### config.mk
export PLATFORM = sky130hd
export DESIGN_NAME = adc_device_end_flat
export DESIGN_NICKNAME = d
export VERILOG_FILES = /design/src/core/adc_link_pkg.sv /design/src/core/adc_link_if.sv /design/src/core/adc_device_end.sv /design/src/flat_wrapper.sv
export SDC_FILE = /design/constraint.sdc
export NUM_CORES = 1
export LEC_CHECK = 0
export BUFFER_PORTS_ARGS = -buffer_cell sky130_fd_sc_hd__buf_2
export CORE_MARGIN = 8
export CORE_UTILIZATION = 60
export DETAILED_ROUTE_END_ITERATION = 16
export PLACE_DENSITY_LB_ADDON = 0.08
export SYNTH_ARGS = -nofsm -noshare
export SYNTH_HDL_FRONTEND = slang
export SYNTH_SLANG_ARGS = --single-unit
### constraint.sdc
create_clock -name clk -period 4.2 [get_ports clk]
set_clock_uncertainty 0.2 [all_clocks]
set_input_delay 0.63 -clock clk [delete_from_list [all_inputs] [get_ports clk]]
set_output_delay 0.63 -clock clk [all_outputs]
set_load 0.02 [all_outputs]
### src/core/adc_link_pkg.sv
package adc_link_pkg;
  // Result and address widths
  localparam int RESULT_W = 10;
  localparam int ADDR_W = 4;
  // Serial frame: four address clocks, ten shift clocks in all
  localparam int ADDR_CLOCKS = 4;
  localparam int FRAME_CLOCKS = 10;
  // Conversion length in conversion-clock cycles
  localparam int CONV_CYCLES = 44;
  // Select recognition: two rising then one falling conversion edge
  localparam int SEL_RISES = 2;
  // Channel number of the internal test source
  localparam logic [3:0] SELF_TEST_CHANNEL = 4'hb;
  localparam int NUM_CHANNELS = 11;
  // Host link clock divider: half period in system cycles
  localparam int LINK_HALF_DIV = 6;
  // Conversion clock divider on the device side, half period in cycles
  localparam int CONV_HALF_DIV = 4;
  // Reset value of the held result
  localparam logic [9:0] RESULT_RST = 10'h000;
  // Buffer depth for results on the host side
  localparam int FIFO_DEPTH = 16;
endpackage : adc_link_pkg

### src/core/adc_link_if.sv
`timescale 1ns/1ps
interface adc_link_if;
  // Select, active low, driven by the host
  logic sel_n;
  // Address bit from the host
  logic addr_in;
  // Shift clock from the host
  logic shift_clk;
  // Three-state data out: value and enable, enable low drives
  logic data_o;
  logic data_oe_n;
  // Resolved line seen by the host
  logic data_line;
  assign data_line = data_oe_n ? 1'b0 : data_o;
  modport device (input sel_n, input addr_in, input shift_clk,
                  output data_o, output data_oe_n);
  modport host (output sel_n, output addr_in, output shift_clk,
                input data_line);
endinterface : adc_link_if

### src/core/adc_device_end.sv
`timescale 1ns/1ps
// Operation
// - Select high: output released, inputs ignored
// - Select recognised after two rises, one fall
// - Recognised select drives previous result MSB
// - Four address bits, MSB first, rising edges
// - First four falls shift result bits two-five
// - Sampling starts after fourth falling edge
// - Falls five to nine shift bits six-ten
// - Tenth fall holds, then 44 conversion cycles
// - Host keeps clock low or select high
// - Recognised select fall aborts conversion
// - New sequence aborts; old result kept
// - Host keeps shift clock free of glitches
// - Shared clock: shift when low, convert high
// - No address shift during select recognition
// - Shared clock: host raises select after tenth
// - Sampling continues until tenth falling edge
// - Shift and conversion clocks independent unless strapped shared
// - Channel eleven is internal test source
module adc_device_end #(
  parameter int CONV_CYCLES = adc_link_pkg::CONV_CYCLES
) (
  // Clock and reset
  input wire logic clk,
  input wire logic rst,
  // Conversion clock pin and shared-clock strap
  input wire logic conv_clk,
  input wire logic shared_clk,
  // Link to the host
  adc_link_if.device link,
  // Analog stand-in: converted code of the selected channel
  input wire logic [9:0] analog_code,
  input wire logic [9:0] self_test_code,
  // Status
  output logic [3:0] mux_addr,
  output logic sampling,
  output logic converting,
  output logic [9:0] result
);
  logic [2:0] sel_s_q;
  logic [2:0] sck_s_q;
  logic [2:0] cck_s_q;
  logic [1:0] addr_s_q;
  logic sel_n_s;
  logic [1:0] shared_s_q;
  logic shared_s;
  logic sck_rise;
  logic sck_fall;
  logic cck_pin_rise;
  logic cck_pin_fall;
  logic cck_rise;
  logic cck_fall;
  logic [1:0] rise_cnt_q;
  logic sel_ok_q;
  logic [3:0] clk_cnt_q;
  logic [3:0] addr_sh_q;
  logic [9:0] shift_q;
  logic [9:0] sample_q;
  logic [5:0] conv_cnt_q;
  logic sh_rise;
  logic sh_fall;
  logic conv_tick;
  logic sel_ok_p_q;
  logic sel_recog;

  // Edge finder on a synchroniser chain: {rise, fall} of stage 2 vs 3
  function automatic logic [1:0] edges_of(input logic [2:0] chain);
    edges_of = {chain[1] && !chain[2], !chain[1] && chain[2]};
  endfunction : edges_of

  // Pins cross into clk through two flops; stage 2 vs 3 finds edges
  // The strap is a pin too, so it is synchronised like the others
  always_ff @(posedge clk or posedge rst) begin
    if (rst) begin
      sel_s_q <= 3'h7;
      sck_s_q <= 3'h0;
      cck_s_q <= 3'h0;
      addr_s_q <= 2'h0;
      shared_s_q <= 2'h0;
    end else begin
      sel_s_q <= {sel_s_q[1:0], link.sel_n};
      sck_s_q <= {sck_s_q[1:0], link.shift_clk};
      cck_s_q <= {cck_s_q[1:0], conv_clk};
      addr_s_q <= {addr_s_q[0], link.addr_in};
      shared_s_q <= {shared_s_q[0], shared_clk};
    end
  end

  assign sel_n_s = sel_s_q[1];
  assign shared_s = shared_s_q[1];
  assign {sck_rise, sck_fall} = edges_of(sck_s_q);
  assign {cck_pin_rise, cck_pin_fall} = edges_of(cck_s_q);
  // Shared mode takes the conversion edges from the shift pin
  assign cck_rise = shared_s ? sck_rise : cck_pin_rise;
  assign cck_fall = shared_s ? sck_fall : cck_pin_fall;
  // Shift clock acts only once select is recognised
  assign sh_rise = sel_ok_q && sck_rise;
  assign sh_fall = sel_ok_q && sck_fall;
  // Conversion runs while select is not recognised low in shared mode;
  // a shared clock therefore cannot convert during a held-low frame
  assign conv_tick = cck_rise && !(shared_s && sel_ok_q);

  // Select filter: two conversion rises then a fall after the low
  always_ff @(posedge clk or posedge rst) begin
    if (rst) begin
      rise_cnt_q <= 2'h0;
      sel_ok_q <= 1'b0;
    end else if (sel_n_s) begin
      rise_cnt_q <= 2'h0;
      sel_ok_q <= 1'b0;
    end else if (!sel_ok_q) begin
      // Count stops at two rises; only a fall after them recognises
      if (cck_rise && rise_cnt_q != 2'(adc_link_pkg::SEL_RISES)) begin
        rise_cnt_q <= rise_cnt_q + 2'h1;
      end else if (cck_fall &&
                   rise_cnt_q == 2'(adc_link_pkg::SEL_RISES)) begin
        sel_ok_q <= 1'b1;
      end
    end
  end

  // Recognition pulse; a noise dip on select never aborts a conversion
  always_ff @(posedge clk or posedge rst) begin
    if (rst) begin
      sel_ok_p_q <= 1'b0;
    end else begin
      sel_ok_p_q <= sel_ok_q;
    end
  end

  // Recognised select fall, the only select event that aborts a conversion
  assign sel_recog = sel_ok_q && !sel_ok_p_q;

  // Frame counter, address shift and result shift
  always_ff @(posedge clk or posedge rst) begin
    if (rst) begin
      clk_cnt_q <= 4'h0;
      addr_sh_q <= 4'h0;
      shift_q <= adc_link_pkg::RESULT_RST;
      mux_addr <= 4'h0;
      sampling <= 1'b0;
    end else if (!sel_ok_q) begin
      clk_cnt_q <= 4'h0;
      sampling <= 1'b0; // A cut frame leaves no sampling behind
      shift_q <= result; // MSB waits on the pin at recognition
    end else begin
      if (sh_rise && clk_cnt_q < 4'(adc_link_pkg::ADDR_CLOCKS)) begin
        addr_sh_q <= {addr_sh_q[2:0], addr_s_q[1]};
      end
      // Mux address changes once, whole, never bit by bit
      if (sh_fall) begin
        shift_q <= {shift_q[8:0], 1'b0};
        if (clk_cnt_q == 4'(adc_link_pkg::ADDR_CLOCKS - 1)) begin
          mux_addr <= addr_sh_q;
          sampling <= 1'b1;
        end
        if (clk_cnt_q == 4'(adc_link_pkg::FRAME_CLOCKS - 1)) begin
          sampling <= 1'b0; // hold instant
          clk_cnt_q <= 4'h0; // Ready for the next frame under low select
          shift_q <= result;
        end else begin
          clk_cnt_q <= clk_cnt_q + 4'h1;
        end
      end
    end
  end

  // Sample the selected channel, then convert over 44 ticks
  // An aborted conversion leaves the old result standing
  always_ff @(posedge clk or posedge rst) begin
    if (rst) begin
      sample_q <= adc_link_pkg::RESULT_RST;
      conv_cnt_q <= 6'h0;
      converting <= 1'b0;
      result <= adc_link_pkg::RESULT_RST;
    end else if (sel_recog && converting) begin
      converting <= 1'b0; // abort; a new frame also aborts
    end else if (sh_fall &&
                 clk_cnt_q == 4'(adc_link_pkg::FRAME_CLOCKS - 1)) begin
      // Hold instant is the tenth fall, so a strobed host picks it
      // test source on its own channel
      sample_q <= (addr_sh_q == adc_link_pkg::SELF_TEST_CHANNEL) ?
                  self_test_code : analog_code;
      conv_cnt_q <= 6'h0;
      converting <= 1'b1;
    end else if (converting && conv_tick) begin
      if (conv_cnt_q == 6'(CONV_CYCLES - 1)) begin
        converting <= 1'b0;
        result <= sample_q;
      end else begin
        conv_cnt_q <= conv_cnt_q + 6'h1;
      end
    end
  end

  // Data pin: released unless select recognised
  // Registered so the pin never glitches while select resolves
  always_ff @(posedge clk or posedge rst) begin
    if (rst) begin
      link.data_oe_n <= 1'b1;
      link.data_o <= 1'b0;
    end else begin
      link.data_oe_n <= !sel_ok_q || sel_n_s;
      link.data_o <= shift_q[9];
    end
  end
endmodule : adc_device_end

### src/flat_wrapper.sv
// flat-port wrapper written by rule: the top's interface ports become plain ports
module adc_device_end_flat 
#(
  parameter int CONV_CYCLES = adc_link_pkg::CONV_CYCLES
)
  (clk, rst, conv_clk, shared_clk, analog_code, self_test_code, mux_addr, sampling, converting, result, link_sel_n, link_addr_in, link_shift_clk, link_data_o, link_data_oe_n);
  adc_link_if link_i ();
  input wire logic clk;
  input wire logic rst;
  input wire logic conv_clk;
  input wire logic shared_clk;
  input wire logic [9:0] analog_code;
  input wire logic [9:0] self_test_code;
  output logic [3:0] mux_addr;
  output logic sampling;
  output logic converting;
  output logic [9:0] result;
  input wire logic [$bits(link_i.sel_n)-1:0] link_sel_n;
  input wire logic [$bits(link_i.addr_in)-1:0] link_addr_in;
  input wire logic [$bits(link_i.shift_clk)-1:0] link_shift_clk;
  output wire logic [$bits(link_i.data_o)-1:0] link_data_o;
  output wire logic [$bits(link_i.data_oe_n)-1:0] link_data_oe_n;
  assign link_i.sel_n = link_sel_n;
  assign link_i.addr_in = link_addr_in;
  assign link_i.shift_clk = link_shift_clk;
  assign link_data_o = link_i.data_o;
  assign link_data_oe_n = link_i.data_oe_n;
  adc_device_end #(.CONV_CYCLES(CONV_CYCLES)) u_core (.clk(clk), .rst(rst), .conv_clk(conv_clk), .shared_clk(shared_clk), .link(link_i), .analog_code(analog_code), .self_test_code(self_test_code), .mux_addr(mux_addr), .sampling(sampling), .converting(converting), .result(result));
endmodule
==> impl_metrics.py <==
metrics = {
    "finish": {
        "area_growth_pct": 18.4,
        "fin_util": 0.732,
        "nNetsFinal": 320,
        "fillCellCount": 349,
        "insertedDiodeCount": 0,
        "drive_gt1_frac": 0.294,
    },
    "global_route": {
        "antenna_found_initial": 0,
        "grt_pass1_vias": 2052,
        "grt_max_degree": 43,
        "gr-total-overflow": 0,
        "grt_pass1_wl_um": 9820,
        "grt.total_usage": 0.173,
    },
    "setup_path": {
        "r2r_end": "u_core.result[8]$_DFFE_PP0P_",
        "critical_path.max_fanout": 10,
        "cpLargestDelayFamily": "simple AND/OR/NAND/NOR gates",
        "cp_data_arrival_time_ns": 2.68,
        "reg2reg_from": "u_core.conv_cnt_q[0]$_DFFE_PP0P_",
        "path_class": "register to register",
        "max_stage_delay_ns": 0.75,
        "crit_path_end_kind": "register",
        "cp_data_required_time_ns": 4.23,
        "cp_slowest_cell": "nor4_4",
        "worstSetupStartpointType": "register",
        "reg2reg_depth": 5,
        "r2r_slack_ns": 1.55,
        "crit_buf_inv": 0,
        "crit_chain": "ha_1, nor4bb_1, nand2_1, nor4_4, mux2_2",
    },
    "pwr": {
        "peakVddDrop_uv": 341,
        "leakagePower_nw": 1.74,
        "swShare": 0.199,
        "power_frac_comb": 0.032,
        "p_clk_frac": 0.485,
        "p_switching_mw": 0.276,
        "p_int_mw": 1.11,
        "powerDensity_nw_per_um2": 401,
        "seqPwrFrac": 0.483,
    },
    "drt": {
        "vias_per_cell": 5.45,
        "route.vias.total": 1977,
        "wl_per_cell_um": 15.8,
        "wl_um": 5740,
        "drt_iter0_drc": 102,
        "drc": 0,
        "first_pass_iters": 4,
        "drtAntennaViolNets": 0,
    },
    "clock_network": {
        "clkLatencyLatePin_ns": 0.34,
        "h-tree-depth": 3,
        "clk_path_buf_depth": 2,
        "numCtsBuffers": 9,
        "cts_resized": 0,
        "cts_tree": "done",
        "postCtsSetupBuffers": 0,
        "clock-root-buffer": "clkbuf_8",
        "ctsHoldBuffers": 0,
        "cts.sinks": 68,
        "path_clk_slew_ns": 0.07,
    },
    "timing": {
        "relSlewSlack": 0.225,
        "min_period_over_period": 0.631,
        "rsz0062_at_grt": "false",
        "maxSlewViolCount": 0,
        "tightestPinTransition_ns": 1.16,
        "setup-tns-final_ns": 0,
        "hold_viol": 0,
        "fmax_ghz": 0.377,
        "min_period_ns": 2.65,
        "setup_viol": 0,
    },
    "yosys": {
        "syn_area_sq_um": 2920,
        "syn_inst": 245,
        "yosys.cell_count.top_type": "dfrtp_1",
        "synth_ff_type": "dfrtp_1",
        "synth_seq_cells": 68,
        "synth_common_cells": "dfrtp_1, mux2i_1, mux2_2, nand2_1",
        "yosys.area.top_type": "dfrtp_1",
        "synth_largest_type_area_fraction": 0.557,
        "ys_warn_count": 0,
        "ys_seq_area_frac": 0.584,
        "async_flop_share": 1.00,
        "ys_top_cells_by_area": "dfrtp_1, mux2i_1, mux2_2, dfstp_2, a21oi_1",
        "syn_nets": 274,
        "avgSynthCellArea_sq_um": 11.9,
        "synth_edf_count": 0,
        "synth_cell_types": 40,
    },
    "die": {
        "floorplan.initialDensity": 0.618,
        "rows": 25,
        "ios": 45,
        "coreArea_sq_um": 4720,
        "dieHeight_um": 85.8,
        "die_area_sq_um": 7360,
        "dieWidth_um": 85.8,
    },
    "hold_path": {
        "worstHoldPathCells": 0,
        "hold_start": "u_core.shared_s_q[0]$_DFF_PP0_",
        "min_path_type": "register to register",
        "min_to": "u_core.shared_s_q[1]$_DFF_PP0_",
    },
    "place": {
        "hpwlAfterDp_um": 3860,
        "place.gp.congestion": 0.851,
        "port_buffers": 44,
    },
    "flow_run": {
        "cap_violations": 0,
    },
    "run_status": {
        "status": "finished, final reports clean",
    },
}
per-layer routing:
metal | global-route usage | wire length [um]
met2 | 0.256 | 2630
met4 | 0.0764 | 74
met1 | 0.223 | 2730
met3 | 0.0611 | 299
met5 | 0 | 0
worst register-to-register path, stage by stage (launching register included):
cell and delay [ns]:
dfrtp_1 0.40, ha_1 0.23, nor4bb_1 0.38, nand2_1 0.17, nor4_4 0.75, mux2_2 0.42
flip-flops by register name, indices dropped and copies added, names as in the netlist, 3 cells and up:
signal             cells
u_core.addr_sh_q       4
u_core.conv_cnt_q      6
u_core.sck_s_q         3
u_core.shift_q        10
u_core.clk_cnt_q       4
u_core.sample_q       10
u_core.result         10
u_core.cck_s_q         3
u_core.mux_addr        4
worst max-delay path by stage:
stage | from | endpoint | slack [ns] | cells after the start
5_1_grt | u_core.conv_cnt_q[0]$_DFFE_PP0P_ | u_core.result[1]$_DFFE_PP0P_ | 1.35 | 5
6_report | u_core.conv_cnt_q[0]$_DFFE_PP0P_ | u_core.result[8]$_DFFE_PP0P_ | 1.55 | 5
3_3_place_gp | u_core.conv_cnt_q[0]$_DFFE_PP0P_ | u_core.result[9]$_DFFE_PP0P_ | 1.61 | 5
4_1_cts | u_core.conv_cnt_q[0]$_DFFE_PP0P_ | u_core.result[1]$_DFFE_PP0P_ | 1.55 | 5
2_1_floorplan | rst | u_core.addr_s_q[0]$_DFF_PP0_ | 1.66 | 1
3_5_place_dp | u_core.conv_cnt_q[0]$_DFFE_PP0P_ | u_core.result[1]$_DFFE_PP0P_ | 1.59 | 5
kinds of logic (layout without fill, tap and decap cells):
kind of cell,Yosys count,in the layout,share of synthesized area
AND/OR/NAND/NOR,79,79,0.156
flip-flops,68,68,0.584
adder cells (fa/ha/maj),2,2,0.00857
buffers and inverters,13,64,0.0176
AO/OA/AOI/OAI,40,40,0.0806
XOR/XNOR,3,3,0.00900
multiplexers,40,40,0.145
final cells by class:
type,count,area [sq um],share of cell area
clock inverter,5,106,0.0308
inverter,2,7.51,0.00217
multi-input combinational,164,1170,0.338
tap,67,83.8,0.0242
timing repair buffer,46,235,0.0680
clock buffer,11,151,0.0438
sequential,68,1710,0.493
power by group through the flow:
stage,clock network (mW),registers [mW],logic (mW)
after floorplan,0,0.680,0.0270
final,0.673,0.669,0.0442
after global routing,0.712,0.670,0.0509
after CTS,0.687,0.669,0.0454
after global placement,0,0.681,0.0437
after detailed placement,0,0.682,0.0451
placed cells by master (no fill, tap or decap), drive strengths merged, types with 4 or more instances in the layout:
master,count
nor3b,4
nor2b,7
dfrtp,65
nand3,5
clkbuf,11
mux2,18
nand2,17
nand2b,6
mux2i,22
buf,46
nor2,15
o21ai,15
nor3,4
a21oi,15
metrics by stage:
stage	hold slack [ns]	std cells	instance area, sq um	worst slack, ns	total power [mW]
2_1_floorplan	0.131	245	2920	1.66	0.707
3_3_place_gp	0.133	347	3200	1.61	0.725
3_5_place_dp	0.135	347	3200	1.59	0.727
4_1_cts	0.153	363	3460	1.55	1.40
5_1_grt	0.162	363	3460	1.35	1.43
6_report	0.152	363	3460	1.55	1.39
No activity file was read; power rests on OpenSTA's default activity.
